`src/flash_wp_pkg.sv`:
```
// constants, status layout and carrier types for the flash write protect block
package flash_wp_pkg;

    localparam int CLK_PERIOD_NS = 50;
    localparam int SRW_TIME_NS   = 5000;
    localparam int SRW_CYCLES    =
        (SRW_TIME_NS + CLK_PERIOD_NS - 1) / CLK_PERIOD_NS;

    // status word field positions
    localparam int BUSY_BIT     = 0;
    localparam int WEL_BIT      = 1;
    localparam int PROTECT_LSB  = 2;
    localparam int LOCK_LO_BIT  = 7;
    localparam int LOCK_HI_BIT  = 8;
    localparam int QUAD_BIT     = 9;
    localparam int RESERVED_LSB = 10;

    localparam logic [15:0] STATUS_RESET  = 16'h0000;
    localparam logic [2:0]  CS_IDLE_SYNC  = 3'h7;

    // protected span sizes in bytes
    localparam logic [23:0] SPAN_4K  = 24'h001000;
    localparam logic [23:0] SPAN_8K  = 24'h002000;
    localparam logic [23:0] SPAN_16K = 24'h004000;
    localparam logic [23:0] SPAN_32K = 24'h008000;

    localparam logic [7:0] CMD_WRITE_UNLOCK  = 8'h06;
    localparam logic [7:0] CMD_WRITE_LOCK    = 8'h04;
    localparam logic [7:0] CMD_STATUS_RD_LO  = 8'h05;
    localparam logic [7:0] CMD_STATUS_RD_HI  = 8'h35;
    localparam logic [7:0] CMD_STATUS_WRITE  = 8'h01;
    localparam logic [7:0] CMD_PAGE_WRITE    = 8'h02;
    localparam logic [7:0] CMD_SMALL_WIPE    = 8'h20;
    localparam logic [7:0] CMD_LARGE_WIPE_32 = 8'h52;
    localparam logic [7:0] CMD_LARGE_WIPE_64 = 8'hd8;
    localparam logic [7:0] CMD_ARRAY_WIPE_A  = 8'hc7;
    localparam logic [7:0] CMD_ARRAY_WIPE_B  = 8'h60;

    typedef enum logic [1:0] {
        LOCK_SOFT  = 2'b00,
        LOCK_HW    = 2'b01,
        LOCK_POWER = 2'b10,
        LOCK_PERM  = 2'b11
    } lock_mode_e;

    typedef enum logic [1:0] {
        OP_PAGE  = 2'b00,
        OP_SMALL = 2'b01,
        OP_LARGE = 2'b10,
        OP_ARRAY = 2'b11
    } op_kind_e;

    typedef enum logic [1:0] {
        PH_IDLE = 2'b00,
        PH_RX   = 2'b01,
        PH_TX   = 2'b10
    } phase_e;

    typedef struct packed {
        logic [5:0] reserved;
        logic       quadLane;
        lock_mode_e lockMode;
        logic [4:0] protectSel;
        logic       writeLatch;
        logic       busy;
    } status_s;

    typedef struct packed {
        op_kind_e    kind;
        logic [23:0] addr;
    } op_req_s;

    typedef struct packed {
        logic [2:0]  sclkSync;
        logic [2:0]  csSync;
        logic [1:0]  siSync;
        logic [1:0]  wpSync;
        logic [1:0]  pauseSync;
        phase_e      phase;
        logic [7:0]  cmd;
        logic [7:0]  rxShift;
        logic [2:0]  bitCnt;
        logic [2:0]  byteCnt;
        logic [23:0] addr;
        logic [7:0]  txShift;
        logic        so;
        logic        soOe;
        status_s     stat;
        logic [7:0]  srwCnt;
        logic        loaded;
        op_req_s     opReq;
        logic        opStart;
        logic        cmdRefused;
        logic        nvWrite;
    } ctrl_state_s;

endpackage : flash_wp_pkg

```
`src/flash_write_protect_status.sv`:
```
// status register and write protection gate of a serial nor flash
`timescale 1ns/1ps
module flash_write_protect_status #(
    parameter int DENSITY_KB = 128
) (
    input  wire logic                  mclk,
    input  wire logic                  rst,
    input  wire logic                  sclk,
    input  wire logic                  csN,
    input  wire logic                  si,
    input  wire logic                  wpN,
    input  wire logic                  pauseN,
    input  wire logic                  engineBusy,
    input  wire flash_wp_pkg::status_s nvImage,
    output logic                       so,
    output logic                       soOe,
    output flash_wp_pkg::status_s      status,
    output flash_wp_pkg::op_req_s      opReq,
    output logic                       opStart,
    output logic                       cmdRefused,
    output logic                       nvWrite
);
    import flash_wp_pkg::*;

    localparam logic [23:0] ARRAY_BYTES = 24'(DENSITY_KB * 1024);
    localparam logic [23:0] HALF_BYTES  = 24'(DENSITY_KB * 512);

    if (DENSITY_KB != 128 && DENSITY_KB != 64) begin : g_bad_density
        $error("DENSITY_KB must be 128 or 64");
    end
    if (SRW_CYCLES > 255) begin : g_bad_srw
        $error("status write time exceeds counter");
    end

    ctrl_state_s state_q;
    ctrl_state_s state_d;

    // region decode for both densities
    function automatic logic inRegion(input logic [4:0]  bp,
                                      input logic [23:0] rawAddr);
        logic [23:0] a;
        logic [23:0] span;
        logic        hit;
        a    = rawAddr & (ARRAY_BYTES - 24'h000001);
        hit  = 1'b0;
        span = SPAN_32K;
        if (!bp[4]) begin
            if (bp[1:0] == 2'b00) begin
                hit = 1'b0;
            end else if (DENSITY_KB == 64 || bp[1]) begin
                hit = 1'b1;
            end else begin
                hit = bp[3] ? (a < HALF_BYTES) : (a >= HALF_BYTES);
            end
        end else begin
            case (bp[2:0])
                3'b000:  span = 24'h000000;
                3'b001:  span = SPAN_4K;
                3'b010:  span = SPAN_8K;
                3'b011:  span = SPAN_16K;
                3'b111:  span = ARRAY_BYTES;
                default: span = SPAN_32K;
            endcase
            if (span == 24'h000000) begin
                hit = 1'b0;
            end else if (bp[3]) begin
                hit = a < span;
            end else begin
                hit = a >= (ARRAY_BYTES - span);
            end
        end
        return hit;
    endfunction : inRegion
    logic       sclkRise;
    logic       sclkFall;
    logic       csRise;
    logic       paused;
    logic       wpLow;
    logic       busyNow;
    logic       framed;
    logic       lockOk;
    logic [7:0] rxByte;
    logic [7:0] newLo;
    logic [7:0] newHi;
    op_kind_e   kind;
    logic       isOp;
    logic       lenOk;

    always_comb begin
        state_d = state_q;
        // pins cross into mclk through two flops
        state_d.sclkSync  = {state_q.sclkSync[1:0], sclk};
        state_d.csSync    = {state_q.csSync[1:0], csN};
        state_d.siSync    = {state_q.siSync[0], si};
        state_d.wpSync    = {state_q.wpSync[0], wpN};
        state_d.pauseSync = {state_q.pauseSync[0], pauseN};
        state_d.opStart    = 1'b0;
        state_d.cmdRefused = 1'b0;
        state_d.nvWrite    = 1'b0;
        sclkRise = state_q.sclkSync[1] & ~state_q.sclkSync[2];
        sclkFall = ~state_q.sclkSync[1] & state_q.sclkSync[2];
        csRise   = state_q.csSync[1] & ~state_q.csSync[2];
        // spare pins only act as controls while quad is off
        paused   = ~state_q.stat.quadLane & ~state_q.pauseSync[1];
        wpLow    = ~state_q.stat.quadLane & ~state_q.wpSync[1];
        busyNow  = (state_q.srwCnt != 8'h00) | engineBusy;
        framed   = state_q.bitCnt == 3'h0;
        rxByte   = {state_q.rxShift[6:0], state_q.siSync[1]};
        newLo    = state_q.addr[7:0];
        newHi    = 8'h00;
        // a third data byte still shifts addr, so look one byte up
        if (state_q.byteCnt >= 3'h4) begin
            newLo = state_q.addr[23:16];
            newHi = state_q.addr[15:8];
        end else if (state_q.byteCnt == 3'h3) begin
            newLo = state_q.addr[15:8];
            newHi = state_q.addr[7:0];
        end
        case (state_q.stat.lockMode)
            LOCK_SOFT: lockOk = 1'b1;
            LOCK_HW:   lockOk = ~wpLow;
            default:   lockOk = 1'b0;
        endcase
        kind  = OP_PAGE;
        isOp  = 1'b1;
        lenOk = 1'b0;
        case (state_q.cmd)
            CMD_PAGE_WRITE: begin
                kind  = OP_PAGE;
                lenOk = state_q.byteCnt >= 3'h5;
            end
            CMD_SMALL_WIPE: begin
                kind  = OP_SMALL;
                lenOk = state_q.byteCnt == 3'h4;
            end
            CMD_LARGE_WIPE_32, CMD_LARGE_WIPE_64: begin
                kind  = OP_LARGE;
                lenOk = state_q.byteCnt == 3'h4;
            end
            CMD_ARRAY_WIPE_A, CMD_ARRAY_WIPE_B: begin
                kind  = OP_ARRAY;
                lenOk = state_q.byteCnt == 3'h1;
            end
            default: isOp = 1'b0;
        endcase
        if (state_q.srwCnt != 8'h00) begin
            state_d.srwCnt = state_q.srwCnt - 8'h01;
        end
        if (!state_q.loaded) begin
            state_d.loaded              = 1'b1;
            state_d.stat.protectSel     = nvImage.protectSel;
            state_d.stat.quadLane       = nvImage.quadLane;
            state_d.stat.lockMode       = nvImage.lockMode;
            // power lock-down ends with the power cycle
            if (nvImage.lockMode == LOCK_POWER) begin
                state_d.stat.lockMode = LOCK_SOFT;
            end
        end
        if (state_q.csSync[1]) begin
            // deselect resets the serial front end
            state_d.phase   = PH_IDLE;
            state_d.bitCnt  = 3'h0;
            state_d.byteCnt = 3'h0;
            state_d.soOe    = 1'b0;
        end else if (!paused) begin
            if (state_q.phase == PH_IDLE) begin
                state_d.phase = PH_RX;
            end
            if (sclkRise) begin
                state_d.rxShift = rxByte;
                state_d.bitCnt  = state_q.bitCnt + 3'h1;
                if (state_q.bitCnt == 3'h7) begin
                    if (state_q.byteCnt != 3'h7) begin
                        state_d.byteCnt = state_q.byteCnt + 3'h1;
                    end
                    if (state_q.byteCnt == 3'h0) begin
                        state_d.cmd = rxByte;
                        if (rxByte == CMD_STATUS_RD_LO ||
                            rxByte == CMD_STATUS_RD_HI) begin
                            state_d.phase = PH_TX;
                        end
                    end else if (state_q.byteCnt <= 3'h3) begin
                        state_d.addr = {state_q.addr[15:0], rxByte};
                    end
                    // reload each byte so a read streams live status
                    if (state_q.cmd == CMD_STATUS_RD_HI ||
                        (state_q.byteCnt == 3'h0 &&
                         rxByte == CMD_STATUS_RD_HI)) begin
                        state_d.txShift = state_q.stat[15:8];
                    end else begin
                        state_d.txShift = state_q.stat[7:0];
                    end
                end
            end
            if (sclkFall && state_q.phase == PH_TX) begin
                state_d.so      = state_q.txShift[7];
                state_d.soOe    = 1'b1;
                state_d.txShift = {state_q.txShift[6:0], 1'b0};
            end
        end
        if (csRise && state_q.phase == PH_RX && state_q.byteCnt != 3'h0) begin
            if (state_q.cmd == CMD_WRITE_UNLOCK ||
                state_q.cmd == CMD_WRITE_LOCK) begin
                if (!framed || busyNow || state_q.byteCnt != 3'h1) begin
                    state_d.cmdRefused = 1'b1;
                end else begin
                    state_d.stat.writeLatch =
                        state_q.cmd == CMD_WRITE_UNLOCK;
                end
            end else if (state_q.cmd == CMD_STATUS_WRITE) begin
                if (!framed || busyNow || !state_q.stat.writeLatch ||
                    state_q.byteCnt < 3'h2) begin
                    state_d.cmdRefused = 1'b1;
                end else begin
                    state_d.stat.writeLatch = 1'b0;
                    if (!lockOk) begin
                        state_d.cmdRefused = 1'b1;
                    end else begin
                        // new protect bits from the data byte
                        state_d.stat.protectSel =
                            newLo[LOCK_LO_BIT-1:PROTECT_LSB];
                        state_d.stat.lockMode = lock_mode_e'(
                            {state_q.stat.lockMode[1], newLo[LOCK_LO_BIT]});
                        if (state_q.byteCnt >= 3'h3) begin
                            state_d.stat.lockMode = lock_mode_e'(
                                {newHi[LOCK_HI_BIT-8], newLo[LOCK_LO_BIT]});
                            state_d.stat.quadLane = newHi[QUAD_BIT-8];
                        end
                        state_d.srwCnt  = 8'(SRW_CYCLES);
                        state_d.nvWrite = 1'b1;
                    end
                end
            end else if (isOp) begin
                if (!framed || !lenOk || busyNow ||
                    !state_q.stat.writeLatch) begin
                    state_d.cmdRefused = 1'b1;
                end else begin
                    // latch cleared by program and erase
                    state_d.stat.writeLatch = 1'b0;
                    // whole-array erase needs all protect bits clear
                    if (kind == OP_ARRAY &&
                        state_q.stat.protectSel != 5'h00) begin
                        state_d.cmdRefused = 1'b1;
                    end else if (kind != OP_ARRAY &&
                        inRegion(state_q.stat.protectSel,
                                 state_q.addr)) begin
                        state_d.cmdRefused = 1'b1;
                    end else begin
                        state_d.opStart    = 1'b1;
                        state_d.opReq.kind = kind;
                        state_d.opReq.addr = state_q.addr;
                    end
                end
            end
        end
        // busy covers engine work and status write time
        state_d.stat.busy = (state_d.srwCnt != 8'h00) | engineBusy |
                            state_d.opStart;
        state_d.stat.reserved = 6'h00;
    end
    always_ff @(posedge mclk) begin
        if (rst) begin
            state_q        <= '0;
            state_q.csSync <= CS_IDLE_SYNC;
        end else begin
            state_q <= state_d;
        end
    end
    // status word straight from the register
    assign status     = state_q.stat;
    assign so         = state_q.so;
    assign soOe       = state_q.soOe;
    assign opReq      = state_q.opReq;
    assign opStart    = state_q.opStart;
    assign cmdRefused = state_q.cmdRefused;
    assign nvWrite    = state_q.nvWrite;
endmodule : flash_write_protect_status

```
`config.mk`:
```
export PLATFORM = sky130hd
export DESIGN_NAME = flash_write_protect_status
export DESIGN_NICKNAME = d
export VERILOG_FILES = /design/src/flash_wp_pkg.sv /design/src/flash_write_protect_status.sv
export SDC_FILE = /design/constraint.sdc
export NUM_CORES = 1
export LEC_CHECK = 0
export ABC_AREA = 1
export BUFFER_PORTS_ARGS = -buffer_cell sky130_fd_sc_hd__buf_2
export CELL_PAD_IN_SITES_DETAIL_PLACEMENT = 2
export CELL_PAD_IN_SITES_GLOBAL_PLACEMENT = 2
export CORE_MARGIN = 3
export CORE_UTILIZATION = 35
export CTS_CLUSTER_DIAMETER = 50
export CTS_CLUSTER_SIZE = 24
export DETAILED_ROUTE_END_ITERATION = 8
export PLACE_DENSITY = 0.84
export SLEW_MARGIN = 10
export SYNTH_ARGS = -nofsm -noshare
export SYNTH_HDL_FRONTEND = slang
export SYNTH_SLANG_ARGS = --single-unit
```
`constraint.sdc`:
```
create_clock -name mclk -period 3.7 [get_ports mclk]
set_input_delay 0 -clock mclk [delete_from_list [all_inputs] [get_ports mclk]]
set_output_delay 0 -clock mclk [all_outputs]
set_load 0.02 [all_outputs]
```
# After elaboration in Yosys (flattened, before gate mapping)
# Cells that the tools add are included.
[totals]
ff_bits = 124
elab_cells = 225
inputBits = 24
out_inout_bits = 47
[classes]
reduce_logical = 50
n_eq_ne = 32
mux = 78
bitwise = 24
n_lt_le_gt_ge = 9
addsub = 4
[ops]
columns = ["operator", "n"]
rows = [
  ["$mux 24", 9],
  ["$mux 27", 5],
  ["$mux 8", 13],
  ["$pmux 18 s5", 1],
  ["$mux 56", 1],
  ["$mux 35", 1],
  ["$mux 1", 30],
  ["$mux 10", 3],
  ["$mux 30", 1],
  ["$mux 29", 1],
  ["$mux 28", 1],
  ["$eq 8x3->1 const B", 3],
  ["$eq 8x6->1 const B", 3],
  ["$ge 17x24->1", 1],
  ["$logic_not 24->1", 1],
  ["$lt 17x24->1", 1],
  ["$sub 18x24->24 const A", 1],
  ["$mux 9", 2],
  ["$ge 17x17->1 const B", 1],
  ["$lt 17x17->1 const B", 1],
  ["$eq 8x7->1 const B", 2],
  ["$eq 8x8->1 const B", 2],
  ["$not 1->1", 16],
  ["$reduce_bool 8->1", 2],
  ["other kinds (42)", 95],
]

# Longest topological paths before layout
# Gate-level depths: netlist (run 1).
[depth]
ltp_word = 32
mapped_depth = 22
depth_no_buf = 21

# Least setup slack after synthesis (run 1)
# Ideal clock, no wire load.
[synth_timing]
kind = "register to register"
start = "register state_q (netlist bit status[2])"
end = "register state_q (netlist bit opReq[10])"
arrival_time_ns = 2.309
stages_incl_launch_ff = 22
n_path_buf = 1
required_ns = 3.587
period_less_slack_ns = 2.421
path_slack_ns = 1.279
setup_time_ns = 0.113
cell_sequence = "dfxtp_1 inv_1 nor3_1 inv_1 ha_1 inv_1 nand3_1 nand2_1 ha_1 nand2_1 inv_1 nand2_1 nand2_1 nand2_1 nand4_1 nand3_1 nand2_1 nand2_1 nand3_4 buf_2 nor2_1 nor2_1"
[synth_between]
elab_chain_cells = 23
elab_cells_between_ends = 34
classes_between = "add/sub (1); order compare (2); eq/ne (4); mux (18); bitwise (2); reduce/logical (7)"
[synth_rtl]
columns = ["item", "line_no", "source"]
rows = [
  ["from (decl)", "flash_write_protect_status.sv:35", "ctrl_state_s state_q;"],
  ["from (signal assigned)", "flash_write_protect_status.sv:266", "state_q <= state_d;"],
  ["$eq 3x3->1, or another cell as far along", "flash_write_protect_status.sv:56", "case (bp[2:0])"],
  ["$pmux 18 s5", "flash_write_protect_status.sv:56", ""],
  ["$mux 24", "flash_write_protect_status.sv:47", "if (!bp[4]) begin"],
  ["$mux 24", "flash_write_protect_status.sv:241", "if (kind == OP_ARRAY &&"],
  ["$mux 24", "flash_write_protect_status.sv:234", "if (!framed || !lenOk || busyNow ||"],
  ["$mux 24", "flash_write_protect_status.sv:233", "end else if (isOp) begin"],
  ["$mux 24", "flash_write_protect_status.sv:210", "end else if (state_q.cmd == CMD_STATUS_WRITE) begin"],
  ["$mux 24", "flash_write_protect_status.sv:202", "if (state_q.cmd == CMD_WRITE_UNLOCK ||"],
  ["[... 7 more ...]", "n/a", ""],
  ["$mux 1", "flash_write_protect_status.sv:234", ""],
  ["$mux 1", "flash_write_protect_status.sv:233", ""],
  ["$mux 1", "flash_write_protect_status.sv:210", ""],
  ["$mux 1", "flash_write_protect_status.sv:202", ""],
  ["$mux 1", "flash_write_protect_status.sv:201", "if (csRise && state_q.phase == PH_RX && state_q.byteCnt != 3'h0) begin"],
  ["$logic_and 1x1->1", "flash_write_protect_status.sv:244", "end else if (kind != OP_ARRAY &&"],
  ["$not 1->1 (no line)", "n/a", ""],
  ["$reduce_and 7->1 (no line) *", "n/a", ""],
]
# Mark *: on every way between the ends. The rest lies on a longest branch, timed or not. The select of a mux whose other input is x is not followed.
# A chain may end at the register's enable or synchronous reset.

# Worst setup path in the final report (run 1)
[layout_timing]
start = "register state_q (netlist bit status[2])"
end = "register state_q (netlist bit opReq[4])"
# Same word-level chain as after synthesis.

==> impl_metrics.csv, run 1 <==
group,metric,value,unit
layout,drive_gt1_share,14.1,%
floorplan,core,0.0162,mm^2
timing,max_freq,303,MHz
synth,syn_area,0.00588,mm^2
detailed_routing,vias_per_cell,5.07,
synth,synth_top_area_share,39.8,%
detailed_routing,drcViolationCount,0,
detailed_routing,wl_met2,10300,um
timing,tightest_slew,0.848,ns
layout,syn2layout_area_growth,14.8,%
clock_tree,cts.sinks,117,
layout,fillers,1901,
synth,avgSynthCellArea,7.12,um^2
power,power.density,519,mW/mm^2
critical_path,cp.required,4.02,ns
layout,multiInputGateArea,0.00269,mm^2
place,dp_hpwl,13900,um
place,place_ws,0.278,ns
outcome,status,"completed",
power,peakVddDrop,332,uV
clock_tree,postCtsSetupRepairBufs,0,
timing,final_max_slew_viol_count,0,
timing,min_period_over_period,89.1,%
synth,yosysSeqAreaShare,39.8,%
detailed_routing,final_antenna_net_count,0,
detailed_routing,drt_iter0_drc,220,
floorplan,die_x,136,um
clock_tree,numCtsBuffers,17,
floorplan,num_rows,46,
layout,final_nets,897,
clock_tree,cts_tree,"built",
clock_tree,cts_root_buf,"clkbuf_16",
layout,seq_area,0.00234,mm^2
grt,grt_max_degree,71,
timing,fin_skew,0.0104,ns
detailed_routing,routedWlPerCell,18.3,um
critical_path,cp_max_fo,51,
job,cap_violations,0,
power,p_int,2540,uW
clock_tree,insertion_delay,0.43,ns
floorplan,die_area,0.0184,mm^2
critical_path,crit_type,"flop to flop",
synth,ys.warnings.count,0,
layout,most-common-layout-cells,"nand2_1, nor2_1, dfxtp_1",
critical_path,crit_path_end_kind,"flop",
critical_path,critical_path.startpoint_type,"flop",
synth,ys_ff_latch,117,
place,io_buffers,56,
power,p_sw,962,uW
synth,synth_top_cells_by_area,"dfxtp_1, nand2_1, nor2_1",
timing,setup_ws,0.402,ns
timing,setup_viol,0,
layout,n_antenna_cell,0,
floorplan,initial_utilization,36.4,%
timing,period_needed,3.30,ns
detailed_routing,vias,5487,
detailed_routing,dr.pass1.iters,4,
synth,synth_ff_type,"dfxtp_1",
detailed_routing,routed_wl,19900,um
grt,track_usage,22.0,%
place,place_congestion,0.876,
floorplan,chipHeight,136,um
clock_tree,cts.path.max_buffers,2,
synth,synth_edf_count,0,
timing,slew_headroom,43.4,%
power,switching_share,27.4,%
clock_tree,htree_levels,4,
synth,ys_types,41,
timing,rsz0062_at_grt,"false",
timing,setup_tns,0,ns
grt,grt_pass1_wl,31500,um
critical_path,cp.arrival,3.62,ns
power,power,3500,uW
detailed_routing,routed.top_layer,"met4",
detailed_routing,route.met3.wl,583,um
synth,syn_inst,826,
grt,grt.overflow.total,0,
synth,synth_area_leader_cell,"dfxtp_1",
power,pwr-share-seq,38.4,%
floorplan,ios,71,
worst_hold_path,hold_path.class,"input pin to flop",
synth,async_reset_ff_share,0,%
layout,final_common_cell,"nand2_1",
power,power_frac_comb,12.7,%
grt,antenna_found_initial,0,
timing,hold_viol,0,
power,p_clk_share,48.9,%
detailed_routing,drt-met1-wl,8530,um
power,leakage,0.00319,uW
grt,grt_pass1_vias,5950,
clock_tree,clkTransAtPathRegs,0.06,ns
metrics by stage:
step           utilization (%)  cell area [um^2]  hold WS (ns)  instances
2_1_floorplan                -              5900         0.104        831
3_3_place_gp              37.2              6020         0.187       1039
3_5_place_dp              37.2              6020         0.193       1039
4_1_cts                   41.7              6750        0.0315       1083
5_1_grt                   41.8              6750        0.0748       1083
6_report                  41.8              6750        0.0366       1083
per-layer routing:
metal  up-vias  global-route usage, %
met1      2716                   25.8
met5         -                      0
met3        34                   4.90
li1       2646                      -
met2        91                   39.7
met4         0                   7.00
worst max-delay path, cell delays in order (launching register included):
cell     delay [ns]
dfxtp_1        0.47
inv_1          0.13
nor3_1         0.24
inv_1          0.09
ha_1           0.25
nand2_1        0.11
nand2_1        0.08
ha_1           0.30
nand4_1        0.11
nor2_1         0.15
nand3_1        0.09
nand4_1        0.09
nand3_1        0.10
nand2_1        0.07
nand2_1        0.18
nand3_4        0.11
buf_6          0.32
nand2_1        0.13
nand2_1        0.09
nor2_1         0.05
power by group through the flow:
stage / sequential, uW / combinational [uW] / clock, uW
finish: 1340 / 445 / 1710
global route: 1350 / 508 / 1800
CTS: 1340 / 451 / 1740
detailed placement: 1370 / 424 / 0
global placement: 1370 / 392 / 0
floorplan: 1350 / 328 / 0
Yosys cell counts, types with 2 or more instances:
| library cell | n |
|---|---|
| dfxtp_1 | 117 |
| buf_2 | 5 |
| inv_2 | 10 |
| nand3_4 | 2 |
| nor2_2 | 4 |
| o21ai_0 | 72 |
| nand3_1 | 27 |
| nand4_1 | 8 |
| nor3_1 | 10 |
| inv_1 | 104 |
| mux2i_1 | 8 |
| clkbuf_1 | 13 |
| o22ai_1 | 7 |
| nor2_1 | 130 |
| ha_1 | 19 |
| xor2_1 | 2 |
| or2_2 | 3 |
| o211ai_1 | 2 |
| nor2_4 | 2 |
| a211oi_1 | 4 |
| nand2_2 | 4 |
| nand2_1 | 142 |
| nor3_2 | 3 |
| a21oi_1 | 65 |
| a22oi_1 | 2 |
| buf_4 | 43 |
| buf_6 | 4 |
layout make-up:
| type | instances | share of cell area, % |
|---|---|---|
| clock buffers | 20 | 6.76 |
| clock inverters | 12 | 2.24 |
| inverters | 114 | 6.34 |
| multi-input cells | 534 | 39.8 |
| flip-flops and latches | 117 | 34.7 |
| well taps | 216 | 4.00 |
| repair buffers | 70 | 6.21 |
flip-flops by register name, summed over array words and instances (netlist names):
name	flops
soOe	1
state_q	61
so	1
opStart	1
rxByte	8
nvWrite	1
opReq	26
status	10
cmdRefused	1
state_d	7
final timing paths:
| kind | startpoint | to | slack, ns | cells past startpoint |
|---|---|---|---|---|
| min | rst | state_q[113] | 0.04 | 2 |
| min reg2reg | state_d[119] | state_d[120] | 0.42 | 1 |
| max | status[2] | opReq[4] | 0.40 | 19 |
| max reg2reg | status[2] | opReq[4] | 0.40 | 19 |
cells by family after synthesis:
kind of cell / after synthesis / share of synthesized area, %
compound gates: 158 / 14.3
xor+xnor: 3 / 0.447
fa+ha+maj: 19 / 4.04
buf+inv: 180 / 14.8
flops: 117 / 39.8
mux: 8 / 1.36
other cells: 1 / 0.0638
simple gates: 340 / 25.1
what timing repair did:
item	in CTS	in global routing
endpoints found under the setup margin	0	27
hold buffers	12	0
resized for setup	0	1
hold endpoints to repair	12	0
(Power assumes the default switching activity.)
==> inputs of run 2 (changes only) <==
==> constraint.sdc (replaced) <==
create_clock -name mclk -period 3.7 [get_ports mclk]
set_input_delay 0.555 -clock mclk [delete_from_list [all_inputs] [get_ports mclk]]
set_output_delay 0.555 -clock mclk [all_outputs]
set_load 0.02 [all_outputs]
==> run 2 against run 1 <==
  * Core utilization is 1.1 points lower
  * Fmax is 1.1% lower
  * Final cell count is 1.1% lower
  * Non-clock buffer count is 11 lower
  * Register-to-register slack worse by 0.04 ns
  * First-iteration DRC count is 6.4% higher
  * Sequential share of layout area is 0.90 points higher
  * Clock skew is 0.0021 ns lower
  * Final area is 2.5% lower
  * Routed wire length is 0.25% higher
  * Combinational power is 4% lower
==> impl_metrics.csv, run 2 (same netlist as run 1, synthesis figures left out) <==
group,metric,value,unit
layout,fillers,1896,
grt,grt_pass1_wl,31900,um
detailed_routing,routedWlPerCell,18.6,um
place,place_congestion,0.889,
timing,rsz0062_at_grt,"false",
place,dp_hpwl,14000,um
clock_tree,clkTransAtPathRegs,0.06,ns
clock_tree,numCtsBuffers,17,
detailed_routing,vias,5457,
timing,slew_headroom,45.1,%
floorplan,die_x,136,um
timing,final_max_slew_viol_count,0,
layout,final_util,40.7,%
clock_tree,cts_root_buf,"clkbuf_16",
timing,tightest_slew,0.824,ns
timing,min_period_over_period,90.1,%
clock_tree,htree_levels,4,
layout,syn2layout_area_growth,11.9,%
layout,drive_gt1_share,14.3,%
timing,setup_tns,0,ns
floorplan,ios,71,
power,peakVddDrop,306,uV
worst_hold_path,hold_path.class,"input pin to flop",
critical_path,cp_max_fo,51,
detailed_routing,vias_per_cell,5.10,
detailed_routing,dr.pass1.iters,5,
job,cap_violations,0,
critical_path,cp_slowest_cell,"dfxtp_1",
critical_path,cp.required,4.02,ns
layout,final_common_cell,"nand2_1",
critical_path,path_cells,"inv_1 > nor3_1 > inv_1 > ha_1 > nand2_1 > nand2_1 > ha_1 > nand4_1 > nor2_1 > nand3_1 > nand4_1 > nand3_1 > nand2_1 > nand2_1 > nand3_4 > buf_6 > nand2_1 > nand2_1 > nor2_1",
critical_path,critical_path.startpoint_type,"flop",
timing,holdWs,0.312,ns
timing,max_freq,300,MHz
floorplan,die_area,0.0184,mm^2
clock_tree,cts.path.max_buffers,2,
floorplan,initial_utilization,36.4,%
critical_path,crit_type,"flop to flop",
place,placed_area,0.00603,mm^2
timing,fin_skew,0.00830,ns
power,power.density,506,mW/mm^2
layout,final_nets,886,
critical_path,worst_path_largest_cell_delay,0.48,ns
layout,design_area,0.00658,mm^2
power,leakage,0.00311,uW
detailed_routing,final_antenna_net_count,0,
clock_tree,cts_hold_buffers,0,
grt,grt_pass1_vias,5878,
timing,period_needed,3.33,ns
outcome,status,"completed",
layout,largest_register_ffs,61,
timing,hold_viol,0,
critical_path,path_common_cell,"nand2_1",
layout,n_antenna_cell,0,
clock_tree,cts_tree,"built",
place,dpl.cell_count,1040,
layout,instances_no_fill,1071,
place,io_buffers,56,
detailed_routing,drt_iter0_drc,234,
layout,top_register,"state_q",
detailed_routing,drcViolationCount,0,
detailed_routing,routed_wl,19900,um
timing,setup_viol,0,
floorplan,chipHeight,136,um
critical_path,cp.arrival,3.65,ns
grt,grt_max_degree,52,
floorplan,num_rows,46,
critical_path,crit_path_end_kind,"flop",
floorplan,core,0.0162,mm^2
grt,track_usage,22.4,%
layout,most-common-layout-cells,"nand2_1, nor2_1, dfxtp_1",
clock_tree,cts.sinks,117,
grt,antenna_found_initial,0,
clock_tree,insertion_delay,0.43,ns
grt,grt.overflow.total,0,
[run 2: cell count changes in the layout (fill, tap and decap cells not counted), sizes merged]
cell	before	now
clkinvlp	2	4
clkbuf	20	19
dlygate4sd3	12	0
bufinv	3	1
buf	58	59
[run 2: routing by layer]
metal / vias to the layer above / part of all wire (%) / track usage [%]
met3: 27 / 3.3 / 4.61
li1: 2626 / - / -
met4: 0 / 2.2 / 7.95
met1: 2717 / 42 / 26.6
met5: - / 0 / 0
met2: 87 / 52 / 39.9
[run 2: layout make-up]
type,instances,area (um^2),area share [%]
Multi-Input combinational cell,534,2690,40.8
Tap cell,216,270,4.11
Clock buffer,19,443,6.73
Inverter,114,428,6.50
Sequential cell,117,2340,35.6
Timing Repair Buffer,59,307,4.66
Clock inverter,12,106,1.62
[run 2: power by group]
group	switching (uW)	leakage, uW	internal [uW]
Combinational	288	0.00190	138
Sequential	37.0	0.000949	1300
Clock	631	0.000261	935
Total	956	0.00311	2380
[run 2: critical path, delay by kind of cell (launching register included)]
family	cells	cell delay, ns
fa+ha+maj	2	0.56
simple gates	14	1.63
buf+inv	3	0.56
flops	1	0.48
[run 2: what timing repair did]
item                       CTS  global route
setup endpoints to repair    0            11
resized for setup            0             1
buffers inserted             0             0
[run 2: stage by stage]
step / total power [uW] / setup WS (ns)
2_1_floorplan: 1680 / 1.28
3_3_place_gp: 1760 / 0.605
3_5_place_dp: 1800 / 0.250
4_1_cts: 3360 / 0.195
5_1_grt: 3490 / 0.0705
6_report: 3330 / 0.367
[run 2: final timing paths]
| path | slack (ns) | depth (start not counted) | endpoint | start |
|---|---|---|---|---|
| max | 0.37 | 19 | opReq[4] | status[2] |
| min reg2reg | 0.41 | 1 | state_d[120] | state_d[119] |
| min | 0.31 | 2 | state_d[119] | csN |
| max reg2reg | 0.37 | 19 | opReq[4] | status[2] |
==> inputs of run 3 (changes only) <==
Settings changed: CORE_ASPECT_RATIO from default to 0.75.
==> run 3 against run 2 <==
  * Sequential share of layout area shrank 0.40 points
  * Global-route usage increased by 0.19 points
  * Clock-buffer cell count increased by 4
  * Fmax decreased by 2.3%
  * Power increased by 7.7%
  * Critical path depth unchanged
  * Clock power rose by 15%
  * Final area grew 1.1%
  * Non-clock buffer count unchanged
  * Register-to-register slack got worse by 0.08 ns
  * Routed wire length grew 1.2%
==> impl_metrics.csv, run 3 (same netlist as run 1, synthesis figures left out) <==
group,metric,value,unit
outcome,status,"completed",
place,io_buffers,56,
layout,largest_register_ffs,61,
clock_tree,cts_resized,0,
clock_tree,cts_root_buf,"clkbuf_16",
timing,rsz0062_at_grt,"false",
detailed_routing,drt_iter0_drc,252,
clock_tree,cts_hold_buffers,0,
detailed_routing,drcViolationCount,0,
floorplan,die_area,0.0184,mm^2
place,dp_hpwl,14200,um
clock_tree,cts.path.max_buffers,2,
floorplan,chipHeight,118,um
timing,final_max_slew_viol_count,0,
worst_hold_path,hold_path.class,"input pin to flop",
layout,most-common-layout-cells,"nand2_1, nor2_1, dfxtp_1",
timing,min_period_over_period,92.2,%
critical_path,cp.arrival,3.73,ns
clock_tree,htree_levels,4,
floorplan,num_rows,40,
clock_tree,cts.sinks,117,
grt,track_usage,22.5,%
power,power,3590,uW
detailed_routing,routedWlPerCell,18.9,um
detailed_routing,vias,5499,
timing,period_needed,3.41,ns
grt,grt_pass1_wl,32700,um
timing,hold_viol,0,
timing,setup_viol,0,
layout,top_register,"state_q",
detailed_routing,routed_wl,20200,um
layout,final_nets,886,
power,peakVddDrop,264,uV
critical_path,cp_max_fo,50,
critical_path,critical_path.startpoint_type,"flop",
layout,final_common_cell,"nand2_1",
layout,syn2layout_area_growth,13.2,%
floorplan,core,0.0162,mm^2
layout,n_antenna_cell,0,
grt,grt.overflow.total,0,
grt,grt_max_degree,51,
clock_tree,numCtsBuffers,17,
timing,tightest_slew,0.922,ns
place,place_congestion,0.864,
floorplan,ios,71,
critical_path,cp.required,4.02,ns
floorplan,initial_utilization,36.3,%
clock_tree,postCtsSetupRepairBufs,0,
layout,drive_gt1_share,14.3,%
timing,slew_headroom,38.0,%
floorplan,die_x,156,um
clock_tree,insertion_delay,0.43,ns
detailed_routing,vias_per_cell,5.16,
critical_path,crit_type,"flop to flop",
power,power.density,539,mW/mm^2
timing,max_freq,293,MHz
clock_tree,cts_tree,"built",
job,cap_violations,0,
detailed_routing,final_antenna_net_count,0,
critical_path,crit_path_end_kind,"flop",
power,leakage,0.00316,uW
clock_tree,clkTransAtPathRegs,0.06,ns
grt,grt_pass1_vias,5978,
grt,antenna_found_initial,0,
timing,setup_tns,0,ns
detailed_routing,dr.pass1.iters,4,
layout,fillers,1899,
timing,fin_skew,0.00725,ns
## run 3: changes by cell type in the layout (fill, tap and decap cells not counted)
cell | before | now
inv_6 | 2 | 0
clkinv_4 | 1 | 0
clkbuf_8 | 1 | 4
buf_4 | 2 | 3
buf_6 | 1 | 0
bufinv_16 | 1 | 4
clkbuf_1 | 1 | 2
clkinvlp_4 | 4 | 1
## run 3: worst max-delay path, cell delays in order, from the launching register on
cell and delay [ns]:
dfxtp_1 0.46, inv_1 0.12, nor3_1 0.25, inv_1 0.08
ha_1 0.25, nand2_1 0.10, nand2_1 0.07, ha_1 0.30
nand4_1 0.12, nor2_1 0.13, nand3_1 0.08, nand4_1 0.08
nand3_1 0.15, nand2_1 0.10, nand2_1 0.14, nand3_4 0.12
buf_4 0.44, nand2_1 0.14, nand2_1 0.09, nor2_1 0.05
## run 3: metrics by stage
step | setup WS (ns) | hold WS [ns] | cell area, um^2 | instances | utilization, %
2_1_floorplan | 1.28 | 0.388 | 5900 | 831 | -
3_3_place_gp | 0.539 | 0.395 | 6020 | 1034 | 37.1
3_5_place_dp | 0.330 | 0.399 | 6020 | 1034 | 37.1
4_1_cts | 0.247 | 0.290 | 6660 | 1066 | 41.0
5_1_grt | 0.0141 | 0.308 | 6660 | 1066 | 41.0
6_report | 0.287 | 0.306 | 6660 | 1066 | 41.0
## run 3: cell type report
type,count,area [um^2],share of cell area [%]
clock inverters,9,148,2.22
clock buffers,23,488,7.33
repair buffers,59,303,4.55
well taps,210,263,3.95
inverters,114,428,6.43
flip-flops and latches,117,2340,35.2
multi-input cells,534,2690,40.3
## run 3: final timing paths
check               startpoint      endpoint  slack, ns  cells after the start
setup / recovery     status[2]      opReq[8]       0.29                     19
hold reg to reg   state_d[113]  state_q[113]       0.41                      2
hold / removal             csN  state_d[119]       0.31                      2
setup reg to reg     status[2]      opReq[8]       0.29                     19
## run 3: power breakdown
group / internal (uW) / switching (uW) / leakage (uW)
Combinational: 137 / 305 / 0.00190
Clock: 1190 / 617 / 0.000313
Sequential: 1300 / 34.5 / 0.000949
Total: 2630 / 956 / 0.00316
## run 3: layer usage
| metal | share of wire (%) | up-vias | GRT usage [%] |
|---|---|---|---|
| met3 | 3.0 | 33 | 4.21 |
| met5 | 0 | - | 0 |
| li1 | - | 2617 | - |
| met1 | 46 | 2771 | 29.0 |
| met2 | 49 | 78 | 37.5 |
| met4 | 2.1 | 0 | 8.37 |
